$ cat src/include/rfcw_pkg.sv
/*
  rfcw_pkg: constants and field carriers for the serial control word bank.
  Assumes a single system clock of 10 MHz and a slower serial link sampled on it.
*/
package rfcw_pkg;
  // ==========================================================================
  // frame layout
  localparam int FRAME_BITS = 24;
  localparam int DATA_BITS  = 22;
  localparam int ADDR_HI    = 23;
  localparam int ADDR_LO    = 22;
  localparam int SYNC_DEPTH = 2;

  // word addresses
  localparam logic [1:0] ADDR_RX_REF = 2'h0;
  localparam logic [1:0] ADDR_TX_REF = 2'h1;
  localparam logic [1:0] ADDR_RX_FB  = 2'h2;
  localparam logic [1:0] ADDR_TX_FB  = 2'h3;
  localparam int         NUM_WORDS   = 4;

  // field positions inside the 22-bit data field
  localparam int REF_DIV_MSB   = 9;  // reference dividers 9:0
  localparam int MODE_LO       = 10; // active mode 11:10
  localparam int AMP_GAIN_BIT  = 12;
  localparam int MIX_GAIN_BIT  = 13;
  localparam int TX_LEVEL_LO   = 14; // transmit level 15:14
  localparam int AUTOSTART_BIT = 16;
  localparam int LOCK_MODE_BIT = 17;
  localparam int PUMP_BIT      = 18;
  localparam int KEYING_BIT    = 19;
  localparam int SENSE_BIT     = 20;
  localparam int OSC_FLOOR_LO  = 10; // oscillator floor 12:10
  localparam int OSC_CEIL_LO   = 13; // oscillator ceiling 15:13
  localparam int HYST_BIT      = 18;
  localparam int DELAY_BIT     = 19;
  localparam int FB_DIV_MSB    = 16; // feedback dividers 16:0
  localparam int BAND_BIT      = 17;
  localparam int VCO_BIAS_LO   = 18; // vco bias 19:18
  localparam int PD_SENSE_BIT  = 20;
  localparam int GAIN_SRC_BIT  = 21;
  localparam int ERR_WIN_LO    = 17; // lock error window 18:17
  localparam int SETTLE_LO     = 19; // lock settle count 20:19
  localparam int KEY_SRC_BIT   = 21;

  // reset value of all four words, all clear
  localparam logic [21:0] WORD_RESET = 22'h000000;

  // ==========================================================================
  // active mode codes
  localparam logic [1:0] MODE_STANDBY  = 2'h0;
  localparam logic [1:0] MODE_RECEIVE  = 2'h1;
  localparam logic [1:0] MODE_TRANSMIT = 2'h2;
  localparam logic [1:0] MODE_IDLE     = 2'h3;

  typedef enum logic [1:0] {
    RFCW_STANDBY, RFCW_RECEIVE, RFCW_TRANSMIT, RFCW_IDLE
  } rfcw_mode_e;

  // ==========================================================================
  // decoded fields of the first, second, third and fourth words
  typedef struct packed {
    logic       input_data_sense;    // 1 inverse
    logic       keying_select_pin_select;      // 1 fsk
    logic       pump_current_select; // 1 high current
    logic       lock_mode;           // 1 before and after lock
    logic       amp_autostart_disable;
    logic [1:0] tx_level_field;
    logic       mixer_gain_select;
    logic       amp_gain_select;
    logic [1:0] active_mode_field;
    logic [9:0] rx_ref_divider;
  } rfcw_rx_ref_s;

  typedef struct packed {
    logic       synth_delayed_start;
    logic       amp_hysteresis_enable;
    logic [2:0] osc_current_ceiling;
    logic [2:0] osc_current_floor;
    logic [9:0] tx_ref_divider;
  } rfcw_tx_ref_s;

  typedef struct packed {
    logic        amp_gain_source;     // 1 internal
    logic        phase_detector_sense;// 1 positive
    logic [1:0]  vco_bias_level;
    logic        band_select;
    logic [16:0] rx_feedback_divider;
  } rfcw_rx_fb_s;

  typedef struct packed {
    logic        keying_source_select; // 1 internal
    logic [1:0]  lock_settle_count;
    logic [1:0]  lock_error_window;
    logic [16:0] tx_feedback_divider;
  } rfcw_tx_fb_s;
endpackage : rfcw_pkg

$ cat src/verilog/rfcw_top.sv
/*
  rfcw_top: serial-loaded control word bank of the transceiver.
  Assumes serial clock, data and load strobe arrive asynchronously from the
  host and are much slower than clk (link period 800 ns against 100 ns).
*/
// Function
// - rx reference divider from first word bits 9:0
// - tx reference divider from second word bits 9:0
// - rx feedback divider from third word 16:0
// - tx feedback divider from fourth word 16:0
// - first word bits 11:10 select active mode
// - first word bit 12 sets internal amp gain
// - first word bit 13 sets mixer gain
// - first word bits 15:14 set transmit power
// - first word bit 16 disables amp autostart
// - first word bit 17 sets lock analyse mode
// - first word bit 18 selects pump current
// - first word bit 19 selects ask or fsk
// - first word bit 20 inverts input data sense
// - second word holds oscillator current floor, ceiling
// - second word bit 19 enables delayed synth start
// - third word bits 19:18 select vco current
// - third word bit 20 sets detector polarity
// - third word bit 21 selects amp gain source
// - fourth word bits 18:17 set lock error window
// - fourth word bits 20:19 set lock settle count
// - fourth word bit 21 selects keying source
// - data sampled msb first on clock rise
// - load strobe rise copies frame to word
// - top two frame bits address the word
// - only last 24 shifted bits are kept
`timescale 1ns/1ns
module rfcw_top (
  input  wire logic                  clk,               // 10 MHz system clock
  input  wire logic                  nrst,              // async reset, active low
  input  wire logic                  serial_clock_line, // link clock from host
  input  wire logic                  serial_data_line,  // link data from host
  input  wire logic                  serial_load_strobe,// frame load strobe
  output rfcw_pkg::rfcw_rx_ref_s     rx_ref_cfg,        // first word fields
  output rfcw_pkg::rfcw_tx_ref_s     tx_ref_cfg,        // second word fields
  output rfcw_pkg::rfcw_rx_fb_s      rx_fb_cfg,         // third word fields
  output rfcw_pkg::rfcw_tx_fb_s      tx_fb_cfg,         // fourth word fields
  output rfcw_pkg::rfcw_mode_e       active_mode,       // decoded mode
  output logic                       amp_gain_int_high, // internal gain request
  output logic                       load_done          // pulse after a load
);
  // ==========================================================================
  // input synchronisers
  logic [rfcw_pkg::SYNC_DEPTH-1:0] sclk_sync_r;
  logic [rfcw_pkg::SYNC_DEPTH-1:0] sdat_sync_r;
  logic [rfcw_pkg::SYNC_DEPTH-1:0] sld_sync_r;
  logic                            sclk_prev_r;
  logic                            sld_prev_r;
  logic                            sclk_rise;
  logic                            sld_rise;

  // two stages per pin, only the last stage is read
  always_ff @(posedge clk or negedge nrst) begin
    if (!nrst) begin
      sclk_sync_r <= '0;
      sdat_sync_r <= '0;
      sld_sync_r  <= '0;
      sclk_prev_r <= 1'b0;
      sld_prev_r  <= 1'b0;
    end else begin
      sclk_sync_r <= {sclk_sync_r[0], serial_clock_line};
      sdat_sync_r <= {sdat_sync_r[0], serial_data_line};
      sld_sync_r  <= {sld_sync_r[0], serial_load_strobe};
      sclk_prev_r <= sclk_sync_r[1];
      sld_prev_r  <= sld_sync_r[1];
    end
  end

  // edge detection on the synchronised link clock and load strobe lines
  assign sclk_rise = sclk_sync_r[1] & ~sclk_prev_r;
  assign sld_rise  = sld_sync_r[1] & ~sld_prev_r;

  // ==========================================================================
  // shift register
  logic [rfcw_pkg::FRAME_BITS-1:0] shift_r;
  logic [rfcw_pkg::FRAME_BITS-1:0] shift_nxt;

  // msb first, older leading bits fall off the top
  assign shift_nxt = {shift_r[rfcw_pkg::FRAME_BITS-2:0], sdat_sync_r[1]};

  always_ff @(posedge clk or negedge nrst) begin
    if (!nrst) begin
      shift_r <= '0;
    end else if (sclk_rise) begin
      shift_r <= shift_nxt;
    end
  end

  // ==========================================================================
  // word latches
  logic [1:0]                       frame_addr;
  logic [rfcw_pkg::DATA_BITS-1:0]   frame_data;
  logic [rfcw_pkg::DATA_BITS-1:0]   word_r [rfcw_pkg::NUM_WORDS];

  assign frame_addr = shift_r[rfcw_pkg::ADDR_HI:rfcw_pkg::ADDR_LO];
  assign frame_data = shift_r[rfcw_pkg::DATA_BITS-1:0];

  // load strobe rise copies the whole data field, unused bits included
  always_ff @(posedge clk or negedge nrst) begin
    if (!nrst) begin
      for (int i = 0; i < rfcw_pkg::NUM_WORDS; i++) begin
        word_r[i] <= rfcw_pkg::WORD_RESET;
      end
    end else if (sld_rise) begin
      word_r[frame_addr] <= frame_data;
    end
  end

  // ==========================================================================
  // field outputs, registered again so outputs leave flip-flops
  logic [rfcw_pkg::DATA_BITS-1:0] w0;
  logic [rfcw_pkg::DATA_BITS-1:0] w1;
  logic [rfcw_pkg::DATA_BITS-1:0] w2;
  logic [rfcw_pkg::DATA_BITS-1:0] w3;

  assign w0 = word_r[rfcw_pkg::ADDR_RX_REF];
  assign w1 = word_r[rfcw_pkg::ADDR_TX_REF];
  assign w2 = word_r[rfcw_pkg::ADDR_RX_FB];
  assign w3 = word_r[rfcw_pkg::ADDR_TX_FB];

  // first word: bit 21 dropped, it drives nothing
  always_ff @(posedge clk or negedge nrst) begin
    if (!nrst) begin
      rx_ref_cfg <= '0;
    end else begin
      rx_ref_cfg.rx_ref_divider        <= w0[rfcw_pkg::REF_DIV_MSB:0];
      rx_ref_cfg.active_mode_field     <= w0[rfcw_pkg::MODE_LO +: 2];
      rx_ref_cfg.amp_gain_select       <= w0[rfcw_pkg::AMP_GAIN_BIT];
      rx_ref_cfg.mixer_gain_select     <= w0[rfcw_pkg::MIX_GAIN_BIT];
      rx_ref_cfg.tx_level_field        <= w0[rfcw_pkg::TX_LEVEL_LO +: 2];
      rx_ref_cfg.amp_autostart_disable <= w0[rfcw_pkg::AUTOSTART_BIT];
      rx_ref_cfg.lock_mode             <= w0[rfcw_pkg::LOCK_MODE_BIT];
      rx_ref_cfg.pump_current_select   <= w0[rfcw_pkg::PUMP_BIT];
      rx_ref_cfg.keying_select_pin_select        <= w0[rfcw_pkg::KEYING_BIT];
      rx_ref_cfg.input_data_sense      <= w0[rfcw_pkg::SENSE_BIT];
    end
  end

  // second word: test bits 16, 17 and bits 20, 21 have no effect
  always_ff @(posedge clk or negedge nrst) begin
    if (!nrst) begin
      tx_ref_cfg <= '0;
    end else begin
      tx_ref_cfg.tx_ref_divider        <= w1[rfcw_pkg::REF_DIV_MSB:0];
      tx_ref_cfg.osc_current_floor     <= w1[rfcw_pkg::OSC_FLOOR_LO +: 3];
      tx_ref_cfg.osc_current_ceiling   <= w1[rfcw_pkg::OSC_CEIL_LO +: 3];
      tx_ref_cfg.amp_hysteresis_enable <= w1[rfcw_pkg::HYST_BIT];          // hysteresis choice
      tx_ref_cfg.synth_delayed_start   <= w1[rfcw_pkg::DELAY_BIT];
    end
  end

  // third and fourth words
  always_ff @(posedge clk or negedge nrst) begin
    if (!nrst) begin
      rx_fb_cfg <= '0;
      tx_fb_cfg <= '0;
    end else begin
      rx_fb_cfg.rx_feedback_divider    <= w2[rfcw_pkg::FB_DIV_MSB:0];
      rx_fb_cfg.band_select            <= w2[rfcw_pkg::BAND_BIT];          // band choice
      rx_fb_cfg.vco_bias_level         <= w2[rfcw_pkg::VCO_BIAS_LO +: 2];
      rx_fb_cfg.phase_detector_sense   <= w2[rfcw_pkg::PD_SENSE_BIT];
      rx_fb_cfg.amp_gain_source        <= w2[rfcw_pkg::GAIN_SRC_BIT];
      tx_fb_cfg.tx_feedback_divider    <= w3[rfcw_pkg::FB_DIV_MSB:0];
      tx_fb_cfg.lock_error_window      <= w3[rfcw_pkg::ERR_WIN_LO +: 2];
      tx_fb_cfg.lock_settle_count      <= w3[rfcw_pkg::SETTLE_LO +: 2];
      tx_fb_cfg.keying_source_select   <= w3[rfcw_pkg::KEY_SRC_BIT];
    end
  end

  // decoded mode and internal gain request
  always_ff @(posedge clk or negedge nrst) begin
    if (!nrst) begin
      active_mode       <= rfcw_pkg::RFCW_STANDBY;
      amp_gain_int_high <= 1'b0;
      load_done         <= 1'b0;
    end else begin
      case (w0[rfcw_pkg::MODE_LO +: 2])
        rfcw_pkg::MODE_STANDBY:  active_mode <= rfcw_pkg::RFCW_STANDBY;
        rfcw_pkg::MODE_RECEIVE:  active_mode <= rfcw_pkg::RFCW_RECEIVE;
        rfcw_pkg::MODE_TRANSMIT: active_mode <= rfcw_pkg::RFCW_TRANSMIT;
        default:                 active_mode <= rfcw_pkg::RFCW_IDLE;
      endcase
      amp_gain_int_high <= w2[rfcw_pkg::GAIN_SRC_BIT] & w0[rfcw_pkg::AMP_GAIN_BIT];
      load_done         <= sld_rise;
    end
  end

  // ==========================================================================
  // assertions
  a_shift_msb_first: assert property (@(posedge clk) disable iff (!nrst)
    sclk_rise |=> shift_r[0] == $past(sdat_sync_r[1]))
    else $error("shift register did not take data bit");

  a_shift_keeps_last: assert property (@(posedge clk) disable iff (!nrst)
    sclk_rise |=> shift_r[rfcw_pkg::FRAME_BITS-1:1] == $past(shift_r[rfcw_pkg::FRAME_BITS-2:0]))
    else $error("shift register lost older bits");

  a_shift_hold: assert property (@(posedge clk) disable iff (!nrst)
    !sclk_rise |=> $stable(shift_r))
    else $error("shift register moved without clock edge");

  a_load_word: assert property (@(posedge clk) disable iff (!nrst)
    sld_rise |=> word_r[$past(frame_addr)] == $past(frame_data))
    else $error("addressed word not loaded");

  a_rx_ref_out: assert property (@(posedge clk) disable iff (!nrst)
    sld_rise && frame_addr == rfcw_pkg::ADDR_RX_REF
      |=> ##1 rx_ref_cfg.rx_ref_divider == $past(frame_data[rfcw_pkg::REF_DIV_MSB:0], 2))
    else $error("rx reference divider not updated");

  a_tx_fb_out: assert property (@(posedge clk) disable iff (!nrst)
    sld_rise && frame_addr == rfcw_pkg::ADDR_TX_FB
      |=> ##1 tx_fb_cfg.tx_feedback_divider == $past(frame_data[rfcw_pkg::FB_DIV_MSB:0], 2))
    else $error("tx feedback divider not updated");

  a_tx_ref_out: assert property (@(posedge clk) disable iff (!nrst)
    sld_rise && frame_addr == rfcw_pkg::ADDR_TX_REF
      |=> ##1 tx_ref_cfg.tx_ref_divider == $past(frame_data[rfcw_pkg::REF_DIV_MSB:0], 2))
    else $error("tx reference divider not updated");

  a_rx_fb_out: assert property (@(posedge clk) disable iff (!nrst)
    sld_rise && frame_addr == rfcw_pkg::ADDR_RX_FB
      |=> ##1 rx_fb_cfg.rx_feedback_divider == $past(frame_data[rfcw_pkg::FB_DIV_MSB:0], 2))
    else $error("rx feedback divider not updated");

  // ==========================================================================
  // field checks: each output field but amp_hysteresis_enable, band_select and amp_gain_source follows its latched word bits
  a_mode_field: assert property (@(posedge clk) disable iff (!nrst)
    ##1 rx_ref_cfg.active_mode_field == $past(w0[rfcw_pkg::MODE_LO +: 2]))
    else $error("mode field not carried to output");

  a_amp_gain: assert property (@(posedge clk) disable iff (!nrst)
    ##1 rx_ref_cfg.amp_gain_select == $past(w0[rfcw_pkg::AMP_GAIN_BIT]))
    else $error("amp gain bit not carried to output");

  a_mixer_gain: assert property (@(posedge clk) disable iff (!nrst)
    ##1 rx_ref_cfg.mixer_gain_select == $past(w0[rfcw_pkg::MIX_GAIN_BIT]))
    else $error("mixer gain bit not carried to output");

  a_tx_level: assert property (@(posedge clk) disable iff (!nrst)
    ##1 rx_ref_cfg.tx_level_field == $past(w0[rfcw_pkg::TX_LEVEL_LO +: 2]))
    else $error("transmit level not carried to output");

  a_autostart: assert property (@(posedge clk) disable iff (!nrst)
    ##1 rx_ref_cfg.amp_autostart_disable == $past(w0[rfcw_pkg::AUTOSTART_BIT]))
    else $error("autostart bit not carried to output");

  a_lock_mode: assert property (@(posedge clk) disable iff (!nrst)
    ##1 rx_ref_cfg.lock_mode == $past(w0[rfcw_pkg::LOCK_MODE_BIT]))
    else $error("lock mode bit not carried to output");

  a_pump_current: assert property (@(posedge clk) disable iff (!nrst)
    ##1 rx_ref_cfg.pump_current_select == $past(w0[rfcw_pkg::PUMP_BIT]))
    else $error("pump current bit not carried to output");

  a_keying_type: assert property (@(posedge clk) disable iff (!nrst)
    ##1 rx_ref_cfg.keying_select_pin_select == $past(w0[rfcw_pkg::KEYING_BIT]))
    else $error("keying type bit not carried to output");

  a_data_sense: assert property (@(posedge clk) disable iff (!nrst)
    ##1 rx_ref_cfg.input_data_sense == $past(w0[rfcw_pkg::SENSE_BIT]))
    else $error("data sense bit not carried to output");

  a_osc_current: assert property (@(posedge clk) disable iff (!nrst)
    ##1 {tx_ref_cfg.osc_current_ceiling, tx_ref_cfg.osc_current_floor}
      == $past(w1[rfcw_pkg::OSC_FLOOR_LO +: 6]))
    else $error("oscillator current fields not carried to output");

  a_delayed_start: assert property (@(posedge clk) disable iff (!nrst)
    ##1 tx_ref_cfg.synth_delayed_start == $past(w1[rfcw_pkg::DELAY_BIT]))
    else $error("delayed start bit not carried to output");

  a_vco_bias: assert property (@(posedge clk) disable iff (!nrst)
    ##1 rx_fb_cfg.vco_bias_level == $past(w2[rfcw_pkg::VCO_BIAS_LO +: 2]))
    else $error("vco bias field not carried to output");

  a_detector_sense: assert property (@(posedge clk) disable iff (!nrst)
    ##1 rx_fb_cfg.phase_detector_sense == $past(w2[rfcw_pkg::PD_SENSE_BIT]))
    else $error("detector polarity not carried to output");

  a_lock_window: assert property (@(posedge clk) disable iff (!nrst)
    ##1 tx_fb_cfg.lock_error_window == $past(w3[rfcw_pkg::ERR_WIN_LO +: 2]))
    else $error("lock error window not carried to output");

  a_settle_count: assert property (@(posedge clk) disable iff (!nrst)
    ##1 tx_fb_cfg.lock_settle_count == $past(w3[rfcw_pkg::SETTLE_LO +: 2]))
    else $error("lock settle count not carried to output");

  a_keying_source: assert property (@(posedge clk) disable iff (!nrst)
    ##1 tx_fb_cfg.keying_source_select == $past(w3[rfcw_pkg::KEY_SRC_BIT]))
    else $error("keying source bit not carried to output");

  a_mode_decode: assert property (@(posedge clk) disable iff (!nrst)
    ##1 (active_mode == rfcw_pkg::RFCW_TRANSMIT) == ($past(w0[11:10]) == rfcw_pkg::MODE_TRANSMIT))
    else $error("transmit mode decode wrong");

  a_gain_source: assert property (@(posedge clk) disable iff (!nrst)
    !w2[21] |=> !amp_gain_int_high)
    else $error("gain request with external source");

  a_load_pulse: assert property (@(posedge clk) disable iff (!nrst)
    load_done |=> !load_done)
    else $error("load pulse longer than one cycle");

  c_load_rx_ref: cover property (@(posedge clk) disable iff (!nrst)
    sld_rise && frame_addr == rfcw_pkg::ADDR_RX_REF);
  c_load_tx_fb: cover property (@(posedge clk) disable iff (!nrst)
    sld_rise && frame_addr == rfcw_pkg::ADDR_TX_FB);
  c_mode_receive: cover property (@(posedge clk) disable iff (!nrst)
    active_mode == rfcw_pkg::RFCW_RECEIVE);
  c_load_tx_ref: cover property (@(posedge clk) disable iff (!nrst)
    sld_rise && frame_addr == rfcw_pkg::ADDR_TX_REF);
  c_mode_transmit: cover property (@(posedge clk) disable iff (!nrst)
    active_mode == rfcw_pkg::RFCW_TRANSMIT);
endmodule : rfcw_top

$ cat config.mk
export PLATFORM = sky130hd
export DESIGN_NAME = rfcw_top
export DESIGN_NICKNAME = d
export VERILOG_FILES = /design/src/include/rfcw_pkg.sv /design/src/verilog/rfcw_top.sv
export SDC_FILE = /design/constraint.sdc
export NUM_CORES = 1
export LEC_CHECK = 0
export BUFFER_PORTS_ARGS = -buffer_cell sky130_fd_sc_hd__buf_2
export CAP_MARGIN = 20
export CORE_ASPECT_RATIO = 0.8
export CORE_MARGIN = 2
export CORE_UTILIZATION = 35
export CTS_BUF_LIST = sky130_fd_sc_hd__clkbuf_4
export CTS_CLUSTER_SIZE = 10
export DETAILED_ROUTE_END_ITERATION = 8
export PLACE_DENSITY_LB_ADDON = 0.3
export SYNTH_ARGS = -nofsm -noshare
export SYNTH_HDL_FRONTEND = slang
export SYNTH_SLANG_ARGS = --single-unit
$ cat constraint.sdc
create_clock -name clk -period 3.2 [get_ports clk]
set_clock_uncertainty 0.05 [all_clocks]
set_input_delay 0.48 -clock clk [delete_from_list [all_inputs] [get_ports clk]]
set_output_delay 0.48 -clock clk [all_outputs]
set_load 0.05 [all_outputs]
======== Yosys cells after proc, flatten, opt, wreduce, memory -nomap -nowiden ========
Cells that the tools add are included.
word-level totals
  output and inout port bits .............. 87
  word-level logic and storage cells ...... 53
  input port bits ......................... 5
  register bits after elaboration ......... 207
operators by class
  order comparisons ....................... 2
  reductions and logical operators ........ 2
  eq/ne operators ......................... 2
  bitwise gates (word level) .............. 6
  multiplexer cells ....................... 4
operators by type and width
  kind                                                                  number
  88-bit bitwise mux                                                    1
  22-bit demux with 2-bit select                                        1
  22-bit 2-to-1 mux                                                     1
  2-bit case mux with 3 select lines                                    1
  1-bit AND                                                             3
  3-bit greater-or-equal comparator, second input constant              1
  3-bit by 1-bit < comparator with 1-bit output, second input constant  1
  2-bit inverter with 3-bit output                                      1
  2-bit by 1-bit == test with 1-bit output, second input constant       1
  2-bit == test, second input constant                                  1
  2-bit zero test                                                       1
  1-bit inverter                                                        2
  1-bit logical AND                                                     1

======== Longest topological paths before layout ========
Gate-level depths: netlist (run 1).
  depth in word-level cells ............... 6
  gate-level depth with buffers ........... 4
  mapped depth without buffers ............ 2

======== Worst setup path before layout (run 1) ========
Ideal clock, no wire load.
  path kind ............................... flip-flop to flip-flop
  start ................................... register shift_r[23] in the netlist's numbering
  end ..................................... register word_r (netlist bit w1[10])
  data required time ...................... 3.025 ns
  setup time .............................. 0.125 ns
  clock period less this slack ............ 1.492 ns
  buffers on the path ..................... 2
  arrival ................................. 1.317 ns
  stages on the path, launching flop included .. 5
  slack ................................... 1.708 ns
  cell sequence ........................... dfrtp_1 > nor4bb_1 > buf_4 > buf_6 > mux2_2
on the way
  cells in the longest elaborated chain, start to end .. 6
  elaborated cells on any way between the ends .. 7
  classes of those cells .................. 2 x order compare; 3 x mux; 1 x bitwise; 1 x reduce/logical
RTL lines
  item                                                                                                                      line             RTL
  from (decl)                                                                                                               rfcw_top.sv:80   logic [rfcw_pkg::FRAME_BITS-1:0] shift_r;
  from (signal assigned)                                                                                                    rfcw_top.sv:90   shift_r <= shift_nxt;
  2-bit inverter with 3-bit output (not written as such) *                                                                  rfcw_top.sv:110  word_r[frame_addr] <= frame_data;
  3-bit greater-or-equal comparator (not written as such) or 3-bit by 1-bit < comparator with 1-bit output (tied branches)  rfcw_top.sv:110
  1-bit logical AND (not written as such)                                                                                   rfcw_top.sv:110
  22-bit 2-to-1 mux (not written as such)                                                                                   rfcw_top.sv:110
  22-bit demux with 2-bit select *                                                                                          rfcw_top.sv:110
  88-bit bitwise mux *                                                                                                      rfcw_top.sv:110
  to (signal, indexed assignment)                                                                                           rfcw_top.sv:107  word_r[i] <= rfcw_pkg::WORD_RESET;
  to (signal, indexed assignment)                                                                                           rfcw_top.sv:110
  to (decl)                                                                                                                 rfcw_top.sv:98   logic [rfcw_pkg::DATA_BITS-1:0] word_r [rfcw_pkg::NUM_WORDS];
Every way passes the cells marked *; elsewhere a longest branch is shown, timed or not.
A chain may end at the register's enable or synchronous reset.

======== Worst setup path in the final report (run 1) ========
  start ................................... register sld_prev_r
  end ..................................... register word_r (netlist bit w2[20])
on the way
  cells in the longest elaborated chain, start to end .. 2
RTL lines
  item                    line            RTL
  from (decl)             rfcw_top.sv:53  logic sld_prev_r;
  from (signal assigned)  rfcw_top.sv:70  sld_prev_r <= sld_sync_r[1];
  1-bit inverter          rfcw_top.sv:76  assign sld_rise = sld_sync_r[1] & ~sld_prev_r;
  1-bit AND               rfcw_top.sv:76
No other way between the ends.

==> flow_summary.ini, run 1 <==
[timing]
rsz0062_at_grt = no
fin_setup_tns_ns = 0
finalHoldViolations = 0
setup-violations-final = 0
tightest_slew_ns = 0.782
clock.fmax_mhz = 529
drv_slew = 0
min_period_ns = 1.89
maxSlewHeadroom_pct = 47.8
post-route-period-util_pct = 59.1

[hold_path]
hp-class = register to register
whs_path_depth = 0

[yosys]
synthCells = 329
syn_avg_cell_area_um2 = 19.5
synthesis.area_um2 = 6400
syn_nets = 334
synth_cell_types = 13
yosys_warnings = 0
synth-seq-cells = 202
synth_seq_area_share_pct = 78.9

[cts]
cts_sinks = 202
cts.clk_slew.worst_paths_ns = 0.06
cts_resized = 0
htreeDepth = 2
clockRootBuffer = clkbuf_4
clk_latency_ns = 0.62
cts_inserted_buffers = 49
cts_tree = built
cts.path.max_buffers = 3

[power_and_ir_drop]
powerDensity_nw_per_um2 = 735
switching_share_pct = 28.2
pwr-share-seq_pct = 53.0
p_sw_mw = 1.62
p_int_mw = 4.13
p_clk_share_pct = 34.9
cellLeakagePower_nw = 4.22
peakVddDrop_mv = 0.228
p_comb_share_pct = 12.1

[global_route]
grt_pass1_wl_um = 18700
grt_pass1_vias = 3547
antenna_found_initial = 1
grt_max_degree = 91
grt_usage_pct = 12.5
grt-ovfl-total = 0

[floorplan]
core-area_um2 = 18100
dieWidth_um = 155
initial_utilization_pct = 35.5
io_pins = 92
die_area_um2 = 19400
num_rows = 44
die_y_um = 125

[route]
drt-total-wl_um = 11600
dr.pass1.iters = 3
wl_per_cell_um = 15.9
drt-initial-drc-count = 112
ant_nets = 0
vias = 3235
drc = 0
vias_per_cell = 4.44

[setup_path]
crit_fanout = 22
r2r_cells = 2
crit_path_start_kind = register
arrival_ns = 2.33
crit_required_ns = 3.64
crit_type = register to register
cp-end-kind = register

[run]
maxCapViolations = 0

[final_layout]
final.fill_count = 1650
layout-drive-gt1-share_pct = 56.0
fin_util_pct = 43.3
final_net_count = 475
layout_common_cells = dfrtp_1 (202), mux2_2 (105), buf_2 (90), clkbuf_4 (64), clkinv_1 (7)
area_growth_pct = 22.2
layout_commonest_cell = dfrtp_1

[placement]
portBuffers = 91
dp_hpwl_um = 7050
gp_congestion = 0.693

[status]
outcome = finished, final reports clean
[sequential cells by signal (all words and copies together) (netlist names), 2 cells and up]
| name | count |
|---|---|
| sld_sync_r | 2 |
| shift_r | 24 |
| w1 | 18 |
| rx_ref_cfg | 21 |
| tx_ref_cfg | 18 |
| sdat_sync_r | 2 |
| rx_fb_cfg | 22 |
| w0 | 21 |
| sclk_sync_r | 2 |
| tx_fb_cfg | 22 |
| w2 | 22 |
| w3 | 22 |
| active_mode | 2 |
[critical path: stages, from the launching register on]
cell	delay [ns]
dfrtp_1	0.46
and4bb_2	0.85
mux2_2	0.41
[worst paths after layout]
kind / start / endpoint / slack [ns]
max reg2reg: sld_prev_r / w2[20] / 1.31
max in group asynchronous: nrst / rx_ref_cfg[7] / 1.84
max: sld_prev_r / w2[20] / 1.31
min in group asynchronous: nrst / tx_fb_cfg[15] / 0.44
min: sclk_sync_r[0] / sclk_sync_r[1] / 0.30
min reg2reg: sclk_sync_r[0] / sclk_sync_r[1] / 0.30
[repair_timing]
action | in CTS | in global routing
buffers inserted | 0 | 0
hold buffers | 4 | 0
endpoints found under the hold margin | 89 | 0
[synth_stat cells (all sizes together)]
cell | number | area [um^2]
nor2b | 2 | 12.5
nand4b | 1 | 8.76
buf | 10 | 68.8
and2 | 1 | 6.26
clkbuf | 3 | 11.3
and4bb | 1 | 12.5
nor4bb | 1 | 10.0
dfrtp | 202 | 5050
nor4b | 1 | 15.0
mux2 | 107 | 1200
[area by class of cell]
| type | instances | area (um^2) | area share (%) |
|---|---|---|---|
| antenna | 2 | 5.00 | 0.0640 |
| clock inverter | 13 | 105 | 1.34 |
| multi-input combinational | 114 | 1300 | 16.6 |
| clock buffer | 64 | 480 | 6.14 |
| timing repair buffer | 103 | 589 | 7.53 |
| tap | 230 | 288 | 3.68 |
| sequential | 202 | 5050 | 64.6 |
[metrics by stage]
stage | hold slack, ns | setup slack [ns] | power [mW] | cell area (um^2) | instances
3_5_place_dp | 0.285 | 1.26 | 3.81 | 7190 | 645
2_1_floorplan | 0.134 | 1.71 | 3.53 | 6400 | 329
4_1_cts | 0.299 | 1.26 | 5.88 | 7820 | 726
6_report | 0.296 | 1.31 | 5.75 | 7820 | 728
3_3_place_gp | 0.285 | 1.30 | 3.78 | 7190 | 645
5_1_grt | 0.320 | 1.20 | 6.08 | 7820 | 728
[layer usage]
layer / vias to the layer above / global-route usage, % / share of wire, %
met2: 86 / 19.0 / 47
met5: - / 0 / 0
met4: 0 / 5.94 / 2.2
met3: 24 / 3.74 / 5.1
li1: 1453 / - / -
met1: 1672 / 16.6 / 46
[cell families (layout without fill, tap and decap cells)]
group | after synthesis | count (layout) | share of synthesized area, %
DFF | 202 | 202 | 78.9
muxes | 107 | 107 | 18.8
and+or+nand+nor | 7 | 7 | 1.02
other | 0 | 2 | 0
buffers and inverters | 13 | 180 | 1.25
[power groups by stage]
stage          Clock (mW)  Sequential (mW)  Combinational [mW]
5_1_grt              2.24             3.10               0.742
3_3_place_gp            0             3.09               0.694
6_report             2.00             3.05               0.698
4_1_cts              2.11             3.05               0.711
3_5_place_dp            0             3.10               0.706
2_1_floorplan           0             3.35               0.187
Note: power is estimated with default switching activity, not from simulation.
==> inputs of run 2 (changes only) <==
- clock period: 3.2 -> 1.6 ns (I/O delays scaled with it)
==> run 2 against run 1 <==
Net effect: utilization rose by 1.4 points; largest cell class unchanged; wire length grew 3.4%; via count up 0.90%; die area is the same; largest power group unchanged; highest routed layer unchanged; sequential share of layout area fell by 2.0 points; hold slack worse by 0.22 ns; cell count increased by 1.8%; power is 99% higher.
==> flow_summary.ini, run 2 (synthesized netlist as in run 1, its figures left out) <==
[status]
outcome = finished, final reports clean

[cts]
clk_latency_ns = 0.61
htreeDepth = 2
clockRootBuffer = clkbuf_4
cts.clk_slew.worst_paths_ns = 0.07
cts_inserted_buffers = 50
cts_tree = built
cts_sinks = 202
cts.path.max_buffers = 3

[final_layout]
final.fill_count = 1601
multiInputGateArea_um2 = 1370
area_growth_pct = 26.1
largest_register = shift_r
largest_reg_flops = 24
regArea_um2 = 5060
final_net_count = 483
layout_commonest_cell = dfrtp_1
layout-drive-gt1-share_pct = 57.1
layout_common_cells = dfrtp_1 (199), mux2_2 (88), buf_2 (82), clkbuf_4 (73), mux2_4 (17)

[timing]
fin_setup_tns_ns = 0
setup_ws_ns = 0.0137
drv_slew = 0
setup-violations-final = 0
post-route-period-util_pct = 99.1
finalHoldViolations = 0
tightest_slew_ns = 0.405
rsz0062_at_grt = yes
hold-worst-slack_ns = 0.0758
min_period_ns = 1.59
maxSlewHeadroom_pct = 73.0
clock.fmax_mhz = 630

[setup_path]
critPathLaunch = shift_r[23]
crit_path_max_incr_delay_ns = 0.46
arrival_ns = 2.02
r2r-start = shift_r[23]
crit_fanout = 15
timing.critical_path.to = w0[9]
crit_path_start_kind = register
cp-end-kind = register
crit_required_ns = 2.03
reg2reg_slack_ns = 0.01
reg2reg_to = w0[9]
crit_chain = nor4b_4, buf_12, mux2_2
crit_type = register to register
r2r_cells = 3
critical_path.slowest_cell = dfrtp_2

[route]
wl_per_cell_um = 16.2
vias_per_cell = 4.40
dr.pass1.iters = 3
ant_nets = 0
drt-total-wl_um = 12000
vias = 3264
drc = 0
drt-initial-drc-count = 85

[power_and_ir_drop]
switching_share_pct = 28.8
p_int_mw = 8.13
peakVddDrop_mv = 0.479
powerDensity_nw_per_um2 = 1420
p_sw_mw = 3.29
p_clk_share_pct = 33.9
cellLeakagePower_nw = 4.30
pwr-share-seq_pct = 53.5
p_comb_share_pct = 12.6

[global_route]
grt_usage_pct = 12.4
grt_pass1_wl_um = 18900
grt_max_degree = 54
antenna_found_initial = 1
grt_pass1_vias = 3648
grt-ovfl-total = 0

[floorplan]
initial_utilization_pct = 35.5
core-area_um2 = 18100
die_area_um2 = 19400
io_pins = 92
num_rows = 44
dieWidth_um = 155
die_y_um = 125

[placement]
dp_hpwl_um = 7110
portBuffers = 91
place_ws_ns = 0.00838
gp_congestion = 0.679

[hold_path]
hp-class = input port to asynchronous set/reset pin

[run]
maxCapViolations = 0
-- run 2: critical path: cells and delay by family (launching register included) --
family        cells  cell delay (ns)
flops             1             0.46
simple gates      1             0.40
mux               1             0.34
buf+inv           1             0.21
-- run 2: stage by stage --
stage / area, um^2 / total power, mW / std cells / utilization, %
2_1_floorplan: 6400 / 7.07 / 329 / -
3_3_place_gp: 7290 / 7.59 / 649 / 40.3
3_5_place_dp: 7290 / 7.64 / 649 / 40.3
4_1_cts: 7930 / 11.6 / 737 / 43.9
5_1_grt: 8070 / 12.1 / 741 / 44.7
6_report: 8070 / 11.4 / 741 / 44.7
-- run 2: layout make-up --
type | count | area share, %
flip-flops and latches | 202 | 62.7
multi-input cells | 114 | 17.0
repair buffers | 110 | 9.58
diodes | 1 | 0.0310
clock inverters | 14 | 0.713
well taps | 230 | 3.56
clock buffers | 70 | 6.51
-- run 2: timing repair --
action / CTS / global route
gates cloned: 0 / 2
resized for setup: 8 / 31
hold buffers: 4 / 0
endpoints found under the hold margin: 205 / 0
setup endpoints to repair: 6 / 49
buffers inserted: 0 / 1
pin swaps: 1 / 3
-- run 2: worst min path at each step --
stage,from,to,cells past startpoint
after floorplan,nrst,active_mode[0],0
after global placement,nrst,rx_ref_cfg[15],1
after detailed placement,nrst,rx_ref_cfg[15],1
after CTS,nrst,tx_ref_cfg[13],2
after global routing,nrst,tx_ref_cfg[13],2
final,nrst,tx_ref_cfg[13],2
-- run 2: layer usage --
| metal | share of wire, % | wire length [um] | GRT usage [%] | vias to the layer above |
|---|---|---|---|---|
| li1 | - | - | - | 1465 |
| met1 | 45 | 5340 | 15.8 | 1693 |
| met2 | 48 | 5770 | 19.5 | 89 |
| met3 | 5.7 | 681 | 4.12 | 17 |
| met4 | 1.5 | 182 | 5.67 | 0 |
| met5 | 0 | 0 | 0 | - |
-- run 2: power groups by stage --
stage | Combinational (mW) | Sequential [mW] | Clock [mW]
2_1_floorplan | 0.374 | 6.69 | 0
3_3_place_gp | 1.40 | 6.19 | 0
3_5_place_dp | 1.42 | 6.21 | 0
4_1_cts | 1.44 | 6.12 | 4.06
5_1_grt | 1.52 | 6.20 | 4.35
6_report | 1.44 | 6.11 | 3.87
